### config.mk
export PLATFORM = sky130hd
export DESIGN_NAME = pscfg_ctrl
export DESIGN_NICKNAME = d
export VERILOG_FILES = /design/src/design/pscfg_pkg.sv /design/src/design/pscfg_ctrl.sv /design/src/design/pscfg_timer.sv
export SDC_FILE = /design/constraint.sdc
export NUM_CORES = 1
export LEC_CHECK = 0
export ABC_AREA = 1
export BUFFER_PORTS_ARGS = -buffer_cell sky130_fd_sc_hd__buf_4
export CAP_MARGIN = 25
export CORE_MARGIN = 2
export CORE_UTILIZATION = 40
export DETAILED_ROUTE_END_ITERATION = 10
export HOLD_SLACK_MARGIN = 0.06
export SLEW_MARGIN = 20
export SYNTH_ARGS = -nofsm -noshare
export SYNTH_HDL_FRONTEND = slang
export SYNTH_SLANG_ARGS = --single-unit
### constraint.sdc
create_clock -name clock -period 2.5 [get_ports clock]
set_input_delay 0.125 -clock clock [delete_from_list [all_inputs] [get_ports clock]]
set_output_delay 0.125 -clock clock [all_outputs]
set_load 0.02 [all_outputs]
### src/design/pscfg_pkg.sv
// Shared constants and carrier types for the pSRAM configuration control
package pscfg_pkg;

   // ------------------------------------------------------------
   // Widths
   // ------------------------------------------------------------
   localparam int ADDR_W = 22;
   localparam int DATA_W = 16;
   localparam int TMR_W  = 8;

   // ------------------------------------------------------------
   // Timing, in ns, and derived cycle counts at the 10 MHz clock
   // ------------------------------------------------------------
   localparam int CLK_PERIOD_NS           = 100;
   localparam int PAGE_CYCLE_TIME_NS      = 20;
   localparam int READ_CYCLE_TIME_NS      = 70;
   localparam int CONFIG_RECOVERY_TIME_NS = 40;
   localparam int SELECT_HIGH_TO_OE_RELEASE_NS = 10;

   // Least times round up, never below one cycle
   localparam int PAGE_CYC_I = (PAGE_CYCLE_TIME_NS + CLK_PERIOD_NS - 1)
                               / CLK_PERIOD_NS;
   localparam int READ_CYC_I = (READ_CYCLE_TIME_NS + CLK_PERIOD_NS - 1)
                               / CLK_PERIOD_NS;
   localparam int RECOV_CYC_I = (CONFIG_RECOVERY_TIME_NS
                                 + CLK_PERIOD_NS - 1) / CLK_PERIOD_NS;
   localparam logic [TMR_W-1:0] PAGE_CYC  =
      TMR_W'((PAGE_CYC_I < 1) ? 1 : PAGE_CYC_I);
   localparam logic [TMR_W-1:0] READ_CYC  =
      TMR_W'((READ_CYC_I < 1) ? 1 : READ_CYC_I);
   localparam logic [TMR_W-1:0] RECOV_CYC =
      TMR_W'((RECOV_CYC_I < 1) ? 1 : RECOV_CYC_I);

   // ------------------------------------------------------------
   // Configuration sequence
   // ------------------------------------------------------------
   localparam logic [2:0] SEQ_KEY_CYCLES = 3'h5;
   localparam int         KEY_SYNC_BIT   = 15;
   localparam logic [DATA_W-1:0] KEY_RESET = 16'h0000;

   typedef enum logic [1:0] {
      PSCFG_NORMAL  = 2'b00,
      PSCFG_COLLECT = 2'b01,
      PSCFG_RECOVER = 2'b11
   } pscfg_state_t;

   // ------------------------------------------------------------
   // Carriers
   // ------------------------------------------------------------
   typedef struct packed {
      logic              chip_select_n;
      logic              power_enable;
      logic              address_valid_n;
      logic              output_enable_n;
      logic              write_enable_n;
      logic              low_byte_enable_n;
      logic              high_byte_enable_n;
      logic [ADDR_W-1:0] addr;
      logic [DATA_W-1:0] data;
   } pscfg_bus_t;

   typedef struct packed {
      logic              valid;
      logic [1:0]        byte_en;
      logic [ADDR_W-1:0] addr;
      logic [DATA_W-1:0] data;
   } pscfg_wr_t;

endpackage

### src/design/pscfg_ctrl.sv
// pSRAM configuration sequence, write capture, standby and power-down reset
//
// Contract
// - Async: done after page time (to async) or read time (to sync).
// - Sync: done after the configuration recovery time following cycle six.
// - Synchronous writes capture data on every clock edge with write enable low, address valid high and configuration not busy.
// - Early OE/WE release at select rise delays standby by the read cycle count plus one clock.
// - Power enable low then high acts as a device reset.
`timescale 1ns/1ps
module pscfg_ctrl
   import pscfg_pkg::*;
(
   // Clock and reset
   input  wire logic              clock,
   input  wire logic              rst_n,
   // Memory bus pins
   input  wire pscfg_bus_t        bus,
   // Captured writes
   output pscfg_wr_t              wr_r,
   // Mode and status
   output logic                   sync_mode_r,
   output logic [DATA_W-1:0]      cfg_key_r,
   output logic                   cfg_busy_r,
   output logic                   wait_n_r,
   output logic                   standby_r,
   output logic                   powered_down_r
);

   // ------------------------------------------------------------
   // Pin history
   // ------------------------------------------------------------
   logic              cs_n_prev_r;
   logic              oe_n_prev_r;
   logic              we_n_prev_r;
   logic              pwr_prev_r;
   logic [ADDR_W-1:0] addr_lat_r;
   logic              be_seen_r;
   pscfg_state_t      cfg_state_r;

   logic cs_rise;
   logic cs_active;
   logic pd_hold;
   logic pwr_rise;

   assign cs_active = !bus.chip_select_n && bus.power_enable;
   assign cs_rise   = !cs_n_prev_r && bus.chip_select_n;
   assign pd_hold   = !bus.power_enable;
   assign pwr_rise  = !pwr_prev_r && bus.power_enable;

   always_ff @(posedge clock or negedge rst_n) begin
      if (!rst_n) begin
         cs_n_prev_r <= 1'b1;
         oe_n_prev_r <= 1'b1;
         we_n_prev_r <= 1'b1;
         pwr_prev_r  <= 1'b0;
      end else begin
         cs_n_prev_r <= bus.chip_select_n;
         oe_n_prev_r <= bus.output_enable_n;
         we_n_prev_r <= bus.write_enable_n;
         pwr_prev_r  <= bus.power_enable;
      end
   end

   // ------------------------------------------------------------
   // Address latch and per-access observations
   // ------------------------------------------------------------
   // Address taken on each edge with select active and address valid low
   always_ff @(posedge clock or negedge rst_n) begin
      if (!rst_n) begin
         addr_lat_r <= '0;
      end else if (cs_active && !bus.address_valid_n) begin
         addr_lat_r <= bus.addr;
      end else if (cs_active && sync_mode_r && !bus.write_enable_n
                   && cfg_state_r == PSCFG_NORMAL) begin
         addr_lat_r <= addr_lat_r + 1'b1;
      end
   end

   always_ff @(posedge clock or negedge rst_n) begin
      if (!rst_n) begin
         be_seen_r <= 1'b0;
      end else if (!cs_active) begin
         be_seen_r <= 1'b0;
      end else begin
         // A cycle with neither byte enable low does not count
         if (!bus.low_byte_enable_n || !bus.high_byte_enable_n) begin
            be_seen_r <= 1'b1;
         end
      end
   end

   // ------------------------------------------------------------
   // Configuration sequence
   // ------------------------------------------------------------
   logic [2:0]   seq_cnt_r;
   logic         tmr_load;
   logic [TMR_W-1:0] tmr_count;
   logic         tmr_busy;
   logic         tmr_done;
   logic         addr_ones;
   logic         key_sync;

   assign addr_ones = &addr_lat_r;
   assign key_sync  = addr_lat_r[KEY_SYNC_BIT];

   // Sixth access: timer picks the recovery interval for the mode
   assign tmr_load = cs_rise && cfg_state_r == PSCFG_COLLECT
                     && seq_cnt_r == SEQ_KEY_CYCLES && be_seen_r;
   always_comb begin
      if (sync_mode_r) begin
         tmr_count = RECOV_CYC;
      end else if (key_sync) begin
         tmr_count = READ_CYC;
      end else begin
         tmr_count = PAGE_CYC;
      end
   end

   always_ff @(posedge clock or negedge rst_n) begin
      if (!rst_n) begin
         cfg_state_r <= PSCFG_NORMAL;
         seq_cnt_r   <= 3'h0;
      end else if (pd_hold) begin
         cfg_state_r <= PSCFG_NORMAL;
         seq_cnt_r   <= 3'h0;
      end else begin
         unique case (cfg_state_r)
            PSCFG_NORMAL: begin
               if (cs_rise && addr_ones && be_seen_r) begin
                  cfg_state_r <= PSCFG_COLLECT;
                  seq_cnt_r   <= 3'h1;
               end
            end
            PSCFG_COLLECT: begin
               if (tmr_load) begin
                  cfg_state_r <= PSCFG_RECOVER;
                  seq_cnt_r   <= 3'h0;
               end else if (cs_rise) begin
                  if (!be_seen_r) begin
                     seq_cnt_r <= seq_cnt_r;
                  end else if (addr_ones) begin
                     seq_cnt_r <= seq_cnt_r + 3'h1;
                  end else begin
                     // Stray address drops back to plain accesses
                     cfg_state_r <= PSCFG_NORMAL;
                     seq_cnt_r   <= 3'h0;
                  end
               end
            end
            PSCFG_RECOVER: begin
               if (tmr_done) begin
                  cfg_state_r <= PSCFG_NORMAL;
               end
            end
            default: begin
               cfg_state_r <= PSCFG_NORMAL;
               seq_cnt_r   <= 3'h0;
            end
         endcase
      end
   end

   pscfg_timer u_cfg_timer (
      .clock  (clock),
      .rst_n  (rst_n),
      .clear  (pd_hold),
      .load   (tmr_load),
      .count  (tmr_count),
      .busy_r (tmr_busy),
      .done_r (tmr_done)
   );

   // Key bits beyond the mode bit are kept but not decoded
   always_ff @(posedge clock or negedge rst_n) begin
      if (!rst_n) begin
         sync_mode_r <= 1'b0;
         cfg_key_r   <= KEY_RESET;
      end else if (pd_hold) begin
         sync_mode_r <= 1'b0;
         cfg_key_r   <= KEY_RESET;
      end else if (tmr_load) begin
         sync_mode_r <= key_sync;
         cfg_key_r   <= addr_lat_r[DATA_W-1:0];
      end
   end

   always_ff @(posedge clock or negedge rst_n) begin
      if (!rst_n) begin
         cfg_busy_r <= 1'b0;
         wait_n_r   <= 1'b1;
      end else begin
         cfg_busy_r <= tmr_load || (tmr_busy && !tmr_done);
         wait_n_r   <= !(tmr_load || (tmr_busy && !tmr_done));
      end
   end

   // ------------------------------------------------------------
   // Write capture
   // ------------------------------------------------------------
   logic sync_wr;
   logic async_wr;

   // Sync: every edge with write enable low, address valid high and configuration not busy; clock runs under select
   assign sync_wr  = cs_active && sync_mode_r && !bus.write_enable_n
                     && bus.address_valid_n && !cfg_busy_r;
   // Async: data taken at the closing edge of write enable or select
   assign async_wr = !sync_mode_r && !we_n_prev_r && !cs_n_prev_r
                     && (bus.write_enable_n || bus.chip_select_n)
                     && !cfg_busy_r && bus.power_enable;

   always_ff @(posedge clock or negedge rst_n) begin
      if (!rst_n) begin
         wr_r <= '0;
      end else if (sync_wr || async_wr) begin
         wr_r.valid   <= 1'b1;
         wr_r.addr    <= addr_lat_r;
         wr_r.data    <= bus.data;
         wr_r.byte_en <= {!bus.high_byte_enable_n,
                          !bus.low_byte_enable_n};
      end else begin
         wr_r.valid <= 1'b0;
      end
   end

   // ------------------------------------------------------------
   // Standby entry
   // ------------------------------------------------------------
   logic sb_early;
   logic sb_done;

   // Release on the same edge as select rise beats the hold margin
   assign sb_early = cs_rise && bus.power_enable
                     && ((!oe_n_prev_r && bus.output_enable_n)
                      || (!we_n_prev_r && bus.write_enable_n));

   pscfg_timer u_sb_timer (
      .clock  (clock),
      .rst_n  (rst_n),
      .clear  (!bus.chip_select_n || pd_hold),
      .load   (sb_early),
      .count  (READ_CYC),
      .busy_r (),
      .done_r (sb_done)
   );

   always_ff @(posedge clock or negedge rst_n) begin
      if (!rst_n) begin
         standby_r <= 1'b1;
      end else if (!bus.chip_select_n || pd_hold) begin
         standby_r <= 1'b0;
      end else if (sb_done) begin
         standby_r <= 1'b1;
      end else if (cs_rise && !sb_early) begin
         standby_r <= 1'b1;
      end
   end

   // ------------------------------------------------------------
   // Power-down
   // ------------------------------------------------------------
   always_ff @(posedge clock or negedge rst_n) begin
      if (!rst_n) begin
         powered_down_r <= 1'b0;
      end else if (pd_hold) begin
         powered_down_r <= 1'b1;
      end else if (pwr_rise) begin
         powered_down_r <= 1'b0;
      end
   end

endmodule

### src/design/pscfg_timer.sv
// Down-counting interval timer with a registered busy flag
`timescale 1ns/1ps
module pscfg_timer
   import pscfg_pkg::*;
(
   // Clock and reset
   input  wire logic             clock,
   input  wire logic             rst_n,
   // Control
   input  wire logic             clear,
   input  wire logic             load,
   input  wire logic [TMR_W-1:0] count,
   // Status
   output logic                  busy_r,
   output logic                  done_r
);

   logic [TMR_W-1:0] cnt_r;

   always_ff @(posedge clock or negedge rst_n) begin
      if (!rst_n) begin
         cnt_r  <= '0;
         busy_r <= 1'b0;
         done_r <= 1'b0;
      end else if (clear) begin
         cnt_r  <= '0;
         busy_r <= 1'b0;
         done_r <= 1'b0;
      end else if (load) begin
         cnt_r  <= count;
         busy_r <= 1'b1;
         done_r <= 1'b0;
      end else if (cnt_r != '0) begin
         cnt_r  <= cnt_r - 1'b1;
         busy_r <= (cnt_r != 1'b1);
         done_r <= (cnt_r == 1'b1);
      end else begin
         done_r <= 1'b0;
      end
   end

endmodule

==> reports/results.ini, run 1 <==
[grt]
wire_length_of_the_first_global_routing_pass_um=22800
largest_net_degree_at_the_start_of_global_routing=51
groute.usage.overall=0.197
antenna_found_initial=0
vias_in_the_first_global_route=4616
global_route.overflow_total=0

[timing]
drv_slew=0
finalWorstSetupSlack_ns=0.538
final_worst_path_cycle_share=0.785
final_critical_period_ns=1.96
worst_pin_slew_ns=0.667
timing_hold_violations_final=0
timing.setup.tns_ns=0
unrepaired_setup_endpoints_after_global_routing=no
setup_viol=0
fin_worst_skew_ns=0.00474
fmaxAchievable_mhz=510
max_slew_margin=0.555

[clocking]
clkSinkCount=112
cts_root_buffer=sky130_fd_sc_hd__clkbuf_16
numCtsBuffers=9
worst_setup_hold_path_clk_slew_ns=0.07
clock_tree.buffer_depth=2
htreeDepth=3
cts_resized=0
cts_tree=yes
clock_insertion_delay_worst_skew_ns=0.35

[setup_path]
startpoint_kind_of_the_worst_setup_timing_path=primary input
cp.required_ns=2.78
worst-path-max-fanout=34
worst_setup_path_end_kind=flip-flop
critPathKind=primary input to flip-flop
worst_ep_arrival_time_ns=2.24

[route]
wire_per_inst_um=14.4
route.detailed.drc=0
num_vias=4787
drt_pass1_iterations=4
drt_wl_total_um=13900
route.detailed.vias_per_inst=4.94
ant_nets=0
drt_iter0_drc=333

[logic_synthesis]
synth_nets=712
synth_cell_types=43
synth-seq-cells=112
ys_top_cells_by_area=sky130_fd_sc_hd__dfrtp_1 (49%), sky130_fd_sc_hd__nand2_1 (12%), sky130_fd_sc_hd__nor2_1 (5.0%), sky130_fd_sc_hd__inv_1 (4.4%), sky130_fd_sc_hd__o21ai_0 (3.8%)
netlist_instances=656
yosysSeqAreaShare=0.509
synth_top_area_cell=sky130_fd_sc_hd__dfrtp_1
avgSynthCellArea_um2=8.41
synth-warning-count=0
synth_largest_type_area_fraction=0.485
synth.cell_area_mm2=0.00552

[pwr]
vdd.ir_drop.worst_uv=427
power.leakage_nw=3.53
power_density_cells_mw_per_mm2=979
power_mw=6.83

[run]
timing.max_cap.violations=0

[finish]
fillCellCount=1284
sequential_standard_cell_area_mm2=0.00281
share_of_the_core_filled_with_cells_in_the_final_layout=0.523
fraction_of_final_layout_cells_with_drive_strength_greater_than_1=0.215
most-common-layout-cells=sky130_fd_sc_hd__nand2_1 (182), sky130_fd_sc_hd__buf_4 (111), sky130_fd_sc_hd__dfrtp_1 (107), sky130_fd_sc_hd__nor2_1 (74), sky130_fd_sc_hd__inv_1 (64)
finish.net_count=845
antenna_cells=0
final_common_cell=sky130_fd_sc_hd__nand2_1
area_occupied_by_multi_input_gates_mm2=0.00227
flow.area_growth_from_synthesis_pct=26.5

[floorplanning]
floorplan.io_pins=109
die_x_um=121
core_area_mm2=0.0133
floorplan.die.height_um=121
initial_core_util=0.413
placement_rows=42
design.die.area_mm2=0.0147

[placed_design]
numPortBuffers=108
dp.final_hpwl_um=10200
globalplace.congestion=0.874
placement.setup.worst_slack_ns=0.721

[worst_hold_path]
hold_path_class=primary input to flip-flop

[status]
outcome=finished clean

stage by stage:
stage	instance area (µm²)	hold WS, ns	cells
6_report	6980	0.0702	970
5_1_grt	6980	0.0930	970
4_1_cts	6980	0.0693	970
3_5_place_dp	6420	0.205	925
3_3_place_gp	6420	0.200	925
2_1_floorplan	5520	-0.171	656
state kept, by name (all words and copies together) (netlist names), 2 cells and up:
register	cells
cfg_key_r	15
u_cfg_timer.cnt_r	8
wr_r	41
u_sb_timer.cnt_r	8
seq_cnt_r	3
addr_lat_r	22
cfg_state_r	2
cell type report:
cell class	count	share of cell area
timing repair buffer	141	0.164
clock buffer	12	0.0353
clock inverter	4	0.00287
sequential	112	0.403
inverter	70	0.0384
tap	176	0.0316
multi-input combinational	455	0.325
where the power goes:
group	leakage [nW]	switching, mW	total [mW]	internal, mW
Sequential	1.42	0.391	2.75	2.36
Clock	0.136	0.641	1.34	0.698
Combinational	1.98	1.66	2.74	1.09
Total	3.53	2.69	6.83	4.14
metal layers:
layer,up-vias,track usage,share of wire
li1,2366,-,-
met3,14,0.0484,0.039
met2,85,0.326,0.49
met1,2322,0.258,0.46
met5,-,0,0
met4,0,0.0532,0.015
worst max-delay path, stage by stage:
cell and delay, ns:
sky130_fd_sc_hd__dlygate4sd3_1 0.53, sky130_fd_sc_hd__buf_4 0.19, sky130_fd_sc_hd__inv_4 0.06, sky130_fd_sc_hd__nor2_4 0.16
sky130_fd_sc_hd__inv_2 0.08, sky130_fd_sc_hd__nor2_8 0.24, sky130_fd_sc_hd__inv_4 0.21, sky130_fd_sc_hd__nand2_8 0.22
sky130_fd_sc_hd__inv_2 0.15, sky130_fd_sc_hd__nor2_1 0.11, sky130_fd_sc_hd__nand2_1 0.06, sky130_fd_sc_hd__o21ai_0 0.06
synth_stat cells:
cell type / number
sky130_fd_sc_hd__nor4_1: 3
sky130_fd_sc_hd__inv_4: 2
sky130_fd_sc_hd__a21oi_1: 15
sky130_fd_sc_hd__nor3_1: 14
sky130_fd_sc_hd__nand4_2: 1
sky130_fd_sc_hd__nand3_1: 34
sky130_fd_sc_hd__nand2_1: 182
sky130_fd_sc_hd__dfstp_2: 5
sky130_fd_sc_hd__nand2_2: 1
sky130_fd_sc_hd__buf_6: 11
sky130_fd_sc_hd__nand3b_1: 1
sky130_fd_sc_hd__nor3_2: 1
sky130_fd_sc_hd__buf_4: 2
sky130_fd_sc_hd__nor2_4: 1
sky130_fd_sc_hd__o21ai_0: 42
sky130_fd_sc_hd__a21oi_2: 1
sky130_fd_sc_hd__and3_1: 1
sky130_fd_sc_hd__inv_1: 64
sky130_fd_sc_hd__nor2_1: 74
sky130_fd_sc_hd__inv_2: 3
sky130_fd_sc_hd__dfrtp_1: 107
sky130_fd_sc_hd__a21o_1: 1
sky130_fd_sc_hd__o22ai_1: 6
sky130_fd_sc_hd__o21ai_1: 7
sky130_fd_sc_hd__o21ai_2: 20
sky130_fd_sc_hd__nand2_8: 1
sky130_fd_sc_hd__or2_2: 3
sky130_fd_sc_hd__xnor2_1: 2
sky130_fd_sc_hd__ha_1: 9
sky130_fd_sc_hd__nand4_4: 1
sky130_fd_sc_hd__o21a_1: 1
sky130_fd_sc_hd__clkinv_1: 1
sky130_fd_sc_hd__a211oi_1: 1
sky130_fd_sc_hd__xor2_1: 7
sky130_fd_sc_hd__o211a_1: 1
sky130_fd_sc_hd__buf_2: 6
sky130_fd_sc_hd__nand4_1: 8
sky130_fd_sc_hd__nor2_2: 4
sky130_fd_sc_hd__and2_1: 1
sky130_fd_sc_hd__o211ai_1: 5
sky130_fd_sc_hd__nor3b_1: 1
sky130_fd_sc_hd__a31oi_1: 4
sky130_fd_sc_hd__nor2_8: 1
worst paths after layout:
path                                                    endpoint                           start  cells after the start  slack [ns]
worst max-delay path                  addr_lat_r[15]$_DFFE_PN0P_                         bus[43]                     12        0.54
worst min-delay path                   addr_lat_r[4]$_DFFE_PN0P_                         bus[20]                      3        0.07
worst max register to register          seq_cnt_r[2]$_DFFE_PN0P_       addr_lat_r[0]$_DFFE_PN0P_                     10        0.69
worst min register to register                wait_n_r$_DFF_PN1_  u_cfg_timer.busy_r$_DFFE_PN0P_                      1        0.46
max in group asynchronous                  cs_n_prev_r$_DFF_PN1_                           rst_n                      3        1.33
min in group asynchronous       u_cfg_timer.cnt_r[3]$_DFFE_PN0P_                           rst_n                      2        0.34
timing repair:
item | 4_1_cts | 5_1_grt
hold buffers | 29 | 0
buffers inserted | 0 | 0
endpoints found under the hold margin | 73 | 0
logic make-up (layout without fill, tap and decap cells):
| logic type | after synthesis | count (layout) | share of synthesized area |
|---|---|---|---|
| compound gates | 104 | 104 | 0.115 |
| xor+xnor | 9 | 9 | 0.0143 |
| fa+ha+maj | 9 | 9 | 0.0204 |
| buf+inv | 89 | 227 | 0.0792 |
| flops | 112 | 112 | 0.509 |
| simple gates | 333 | 333 | 0.262 |
Note: power is estimated with default switching activity, not from simulation.
==> run 2, diff against run 1 <==
Clock period 2.5 ns to 1.75 ns, I/O delays scaled along.
==> reports/results.ini, run 2 (synthesis gave the netlist of run 1 again) <==
[grt]
global_route.overflow_total=0
wire_length_of_the_first_global_routing_pass_um=23100
largest_net_degree_at_the_start_of_global_routing=53
groute.usage.overall=0.201
antenna_found_initial=0
vias_in_the_first_global_route=4737

[setup_path]
cp.required_ns=2.00
worst_setup_path_end_kind=flip-flop
path_common_cell=sky130_fd_sc_hd__nand2_1
worst-path-max-fanout=4
reg2reg_from=addr_lat_r[1]$_DFFE_PN0P_
slowest_delay_ns=0.41
timing.critical_path.from=addr_lat_r[1]$_DFFE_PN0P_
worst_r2r_path_depth=10
critPathTopFamily=simple AND/OR/NAND/NOR gates
worstReg2RegEnd=seq_cnt_r[1]$_DFFE_PN0P_
startpoint_kind_of_the_worst_setup_timing_path=flip-flop
worst_ep_arrival_time_ns=1.88
crit_slowest_cell=sky130_fd_sc_hd__dfrtp_2
rrSetupSlack_ns=0.12
critical_path_cell_count=10
timing.critical_path.buf_inv=0
crit_chain=ha_4, nand2_1, nor2_2, nand2_1, nor2_1, nand4_1, nand2_1, nand2_1, nand2_1, nand2_1
critPathKind=flip-flop to flip-flop

[clocking]
htreeDepth=3
worst_setup_hold_path_clk_slew_ns=0.07
clkSinkCount=112
clock_tree.buffer_depth=2
numCtsBuffers=9
cts_root_buffer=sky130_fd_sc_hd__clkbuf_16
clock_insertion_delay_worst_skew_ns=0.36
cts_tree=yes

[timing]
drv_slew=0
timing.setup.tns_ns=0
final_worst_path_cycle_share=0.933
final_critical_period_ns=1.63
fin_worst_skew_ns=0.00581
max_slew_margin=0.732
finalWorstSetupSlack_ns=0.117
worst_pin_slew_ns=0.402
setup_viol=0
timing_hold_violations_final=0
fmaxAchievable_mhz=612

[run]
timing.max_cap.violations=0

[finish]
final_common_cell=sky130_fd_sc_hd__nand2_1
finish.net_count=866
antenna_cells=0
fraction_of_final_layout_cells_with_drive_strength_greater_than_1=0.231
reg.largest.list=wr_r (41), addr_lat_r (22), cfg_key_r (15)
sequential_standard_cell_area_mm2=0.00281
largest_reg_flops=41
layout.cell_area.non_filler_mm2=0.00723
fillCellCount=1263
flow.area_growth_from_synthesis_pct=31.0
largest_register=wr_r
most-common-layout-cells=sky130_fd_sc_hd__nand2_1 (182), sky130_fd_sc_hd__buf_4 (119), sky130_fd_sc_hd__dfrtp_1 (105), sky130_fd_sc_hd__nor2_1 (72), sky130_fd_sc_hd__inv_1 (64)
share_of_the_core_filled_with_cells_in_the_final_layout=0.542
area_occupied_by_multi_input_gates_mm2=0.00229

[route]
route.detailed.drc=0
drt_iter0_drc=256
route.detailed.vias_per_inst=4.96
wire_per_inst_um=14.2
ant_nets=0
drt_wl_total_um=14100
drt_pass1_iterations=5
num_vias=4920

[placed_design]
placed_inst_area_mm2=0.00653
numPortBuffers=108
globalplace.congestion=0.829
dp.final_hpwl_um=10200
placement.setup.worst_slack_ns=0.0168

[worst_hold_path]
worst_hold_path.num_cells=3
holdPathEnd=addr_lat_r[8]$_DFFE_PN0P_
hold_path_startpoint=bus[24]
hold_path_class=primary input to flip-flop

[status]
outcome=finished clean

[pwr]
vdd.ir_drop.worst_uv=819
power_density_cells_mw_per_mm2=1360
power_mw=9.84
power.leakage_nw=3.64

[floorplanning]
initial_core_util=0.413
placement_rows=42
die_x_um=121
floorplan.io_pins=109
design.die.area_mm2=0.0147
floorplan.die.height_um=121
core_area_mm2=0.0133

-- run 2: worst max-delay path by stage --
stage / endpoint / slack, ns
final: seq_cnt_r[1]$_DFFE_PN0P_ / 0.12
after global placement: seq_cnt_r[2]$_DFFE_PN0P_ / 0.16
after floorplan: addr_lat_r[20]$_DFFE_PN0P_ / 0.28
after CTS: seq_cnt_r[1]$_DFFE_PN0P_ / 0.03
after global routing: seq_cnt_r[2]$_DFFE_PN0P_ / -0.003
after detailed placement: seq_cnt_r[1]$_DFFE_PN0P_ / 0.02
-- run 2: stage by stage --
| stage | hold slack (ns) | instances |
|---|---|---|
| 6_report | 0.0737 | 991 |
| 5_1_grt | 0.109 | 991 |
| 4_1_cts | 0.0602 | 990 |
| 3_5_place_dp | 0.000240 | 935 |
| 3_3_place_gp | 0.00202 | 935 |
| 2_1_floorplan | -0.208 | 656 |
-- run 2: power breakdown --
part / switching, mW / leakage, nW / internal, mW
logic: 2.39 / 2.09 / 1.60
clock network: 0.917 / 0.130 / 1.00
registers: 0.559 / 1.42 / 3.37
total: 3.86 / 3.64 / 5.98
-- run 2: repair_timing --
action	CTS	global route
hold buffers	39	0
setup buffers	0	1
setup endpoints to repair	2	15
cloned	0	0
resized for setup	1	7
pin swaps	0	4
hold endpoints to repair	153	0
-- run 2: layout make-up --
class	count	share of cell area
Tap cell	176	0.0305
Clock buffer	13	0.0346
Sequential cell	112	0.389
Clock inverter	3	0.00242
Inverter	70	0.0376
Timing Repair Buffer	162	0.189
Multi-Input combinational cell	455	0.317
-- run 2: routing by layer --
metal,global-route usage,up-vias,part of all wire
met1,0.266,2336,0.45
met5,0,-,0
met2,0.327,141,0.48
li1,-,2420,-
met3,0.0503,23,0.051
met4,0.0596,0,0.017
-- run 2: worst reg2reg max path: stages, from the launching register on --
cell and delay (ns):
sky130_fd_sc_hd__dfrtp_2 0.41, sky130_fd_sc_hd__ha_4 0.16, sky130_fd_sc_hd__nand2_1 0.10, sky130_fd_sc_hd__nor2_2 0.14, sky130_fd_sc_hd__nand2_1 0.10, sky130_fd_sc_hd__nor2_1 0.15
sky130_fd_sc_hd__nand4_1 0.09, sky130_fd_sc_hd__nand2_1 0.13, sky130_fd_sc_hd__nand2_1 0.11, sky130_fd_sc_hd__nand2_1 0.08, sky130_fd_sc_hd__nand2_1 0.05
==> run 3, diff against run 2 <==
--- a/config.mk
+++ b/config.mk
@@ -13,4 +13,5 @@
 export DETAILED_ROUTE_END_ITERATION = 10
 export HOLD_SLACK_MARGIN = 0.06
+export SKIP_CTS_REPAIR_TIMING = 1
 export SLEW_MARGIN = 20
 export SYNTH_ARGS = -nofsm -noshare
==> constraint.sdc (replaced) <==
create_clock -name clock -period 1.75 [get_ports clock]
set_input_delay 0.175 -clock clock [delete_from_list [all_inputs] [get_ports clock]]
set_output_delay 0.175 -clock clock [all_outputs]
set_load 0.02 [all_outputs]
==> reports/results.ini, run 3 (synthesis gave the netlist of run 1 again) <==
[route]
num_vias=4837
drt_iter0_drc=328
route.detailed.drc=0
drt_pass1_iterations=6
drt_wl_total_um=14200
route.detailed.vias_per_inst=4.95
ant_nets=0
wire_per_inst_um=14.6

[finish]
finish.net_count=852
share_of_the_core_filled_with_cells_in_the_final_layout=0.534
fraction_of_final_layout_cells_with_drive_strength_greater_than_1=0.238
largest_reg_flops=41
final_cell_count_no_fill=977
area_occupied_by_multi_input_gates_mm2=0.00230
antenna_cells=0
reg.largest.list=wr_r (41), addr_lat_r (22), cfg_key_r (15)
sequential_standard_cell_area_mm2=0.00281
layout.cell_area.non_filler_mm2=0.00712
most-common-layout-cells=sky130_fd_sc_hd__nand2_1 (181), sky130_fd_sc_hd__buf_4 (119), sky130_fd_sc_hd__dfrtp_1 (107), sky130_fd_sc_hd__nor2_1 (72), sky130_fd_sc_hd__inv_1 (64)
final_common_cell=sky130_fd_sc_hd__nand2_1
largest_register=wr_r
fillCellCount=1270
flow.area_growth_from_synthesis_pct=29.1

[setup_path]
worst_setup_path_end_kind=flip-flop
reg2reg_from=addr_lat_r[1]$_DFFE_PN0P_
worstReg2RegEnd=seq_cnt_r[1]$_DFFE_PN0P_
critPathKind=primary input to flip-flop
worst_r2r_path_depth=10
cp.required_ns=2.02
worst_ep_arrival_time_ns=1.92
startpoint_kind_of_the_worst_setup_timing_path=primary input
rrSetupSlack_ns=0.12
worst-path-max-fanout=21

[timing]
drv_slew=0
fin_worst_skew_ns=0.00821
fmaxAchievable_mhz=604
timing_hold_violations_final=0
max_slew_margin=0.732
final_worst_path_cycle_share=0.946
timing.setup.tns_ns=0
setup_viol=0
unrepaired_setup_endpoints_after_global_routing=yes
worst_pin_slew_ns=0.402
holdWs_ns=0.0896
final_critical_period_ns=1.66

[clocking]
worst_setup_hold_path_clk_slew_ns=0.07
clock_insertion_delay_worst_skew_ns=0.35
numCtsBuffers=9
cts_root_buffer=sky130_fd_sc_hd__clkbuf_16
clkSinkCount=112
htreeDepth=3
clock_tree.buffer_depth=2
cts_tree=yes

[floorplanning]
die_x_um=121
floorplan.io_pins=109
core_area_mm2=0.0133
placement_rows=42
design.die.area_mm2=0.0147
initial_core_util=0.413
floorplan.die.height_um=121

[run]
timing.max_cap.violations=0

[pwr]
power.leakage_nw=3.60
power_density_cells_mw_per_mm2=1400
vdd.ir_drop.worst_uv=762

[placed_design]
globalplace.congestion=0.857
dp_cells=935
numPortBuffers=108
placed_inst_area_mm2=0.00655
dp.final_hpwl_um=10200

[worst_hold_path]
hold_path_startpoint=bus[43]
hold_path_class=primary input to flip-flop
holdPathEnd=powered_down_r$_DFFE_PN0P_
worst_hold_path.num_cells=2

[grt]
global_route.overflow_total=0
vias_in_the_first_global_route=4537
largest_net_degree_at_the_start_of_global_routing=41
antenna_found_initial=0
groute.usage.overall=0.192
wire_length_of_the_first_global_routing_pass_um=22400

[status]
outcome=finished clean

==> run 3: per-stage QoR <==
step	power (mW)	worst slack, ns
global placement	7.80	0.162
finish	9.96	0.0947
detailed placement	7.87	0.0768
floorplan	6.36	0.278
global route	10.6	-0.0318
CTS	9.92	0.0408
==> run 3: area by class of cell <==
cell class | count | share of cell area
Sequential cell | 112 | 0.394
Multi-Input combinational cell | 455 | 0.323
Timing Repair Buffer | 148 | 0.173
Clock buffer | 14 | 0.0385
Inverter | 70 | 0.0381
Tap cell | 176 | 0.0309
Clock inverter | 2 | 0.00176
==> run 3: worst max path at each step <==
stage / start / endpoint / slack (ns) / depth (start not counted)
3_5_place_dp: addr_lat_r[1]$_DFFE_PN0P_ / seq_cnt_r[1]$_DFFE_PN0P_ / 0.08 / 10
4_1_cts: addr_lat_r[1]$_DFFE_PN0P_ / seq_cnt_r[1]$_DFFE_PN0P_ / 0.04 / 10
6_report: bus[44] / addr_lat_r[13]$_DFFE_PN0P_ / 0.09 / 10
5_1_grt: addr_lat_r[1]$_DFFE_PN0P_ / seq_cnt_r[1]$_DFFE_PN0P_ / -0.03 / 10
2_1_floorplan: addr_lat_r[1]$_DFFE_PN0P_ / addr_lat_r[20]$_DFFE_PN0P_ / 0.28 / 10
3_3_place_gp: addr_lat_r[0]$_DFFE_PN0P_ / seq_cnt_r[2]$_DFFE_PN0P_ / 0.16 / 10
==> run 3: power breakdown <==
part           leakage, nW  switching [mW]  internal [mW]
logic                 2.04            2.40           1.62
clock network        0.139           0.920           1.08
registers             1.42           0.564           3.37
total                 3.60            3.88           6.07
==> run 3: per-layer routing <==
| metal | wire length (µm) | up-vias | global-route usage |
|---|---|---|---|
| met5 | 0 | - | 0 |
| met1 | 6250 | 2276 | 0.259 |
| met3 | 824 | 18 | 0.0470 |
| li1 | - | 2391 | - |
| met2 | 6980 | 152 | 0.311 |
| met4 | 168 | 0 | 0.0503 |
==> run 3: worst max-delay path, cell delays in order <==
cell                            delay (ns)
sky130_fd_sc_hd__dlygate4sd3_1        0.53
sky130_fd_sc_hd__buf_4                0.17
sky130_fd_sc_hd__nor2_4               0.18
sky130_fd_sc_hd__inv_2                0.08
sky130_fd_sc_hd__nor2_8               0.15
sky130_fd_sc_hd__inv_4                0.11
sky130_fd_sc_hd__nand2_8              0.14
sky130_fd_sc_hd__buf_4                0.19
sky130_fd_sc_hd__o211ai_1             0.09
sky130_fd_sc_hd__o21ai_0              0.09
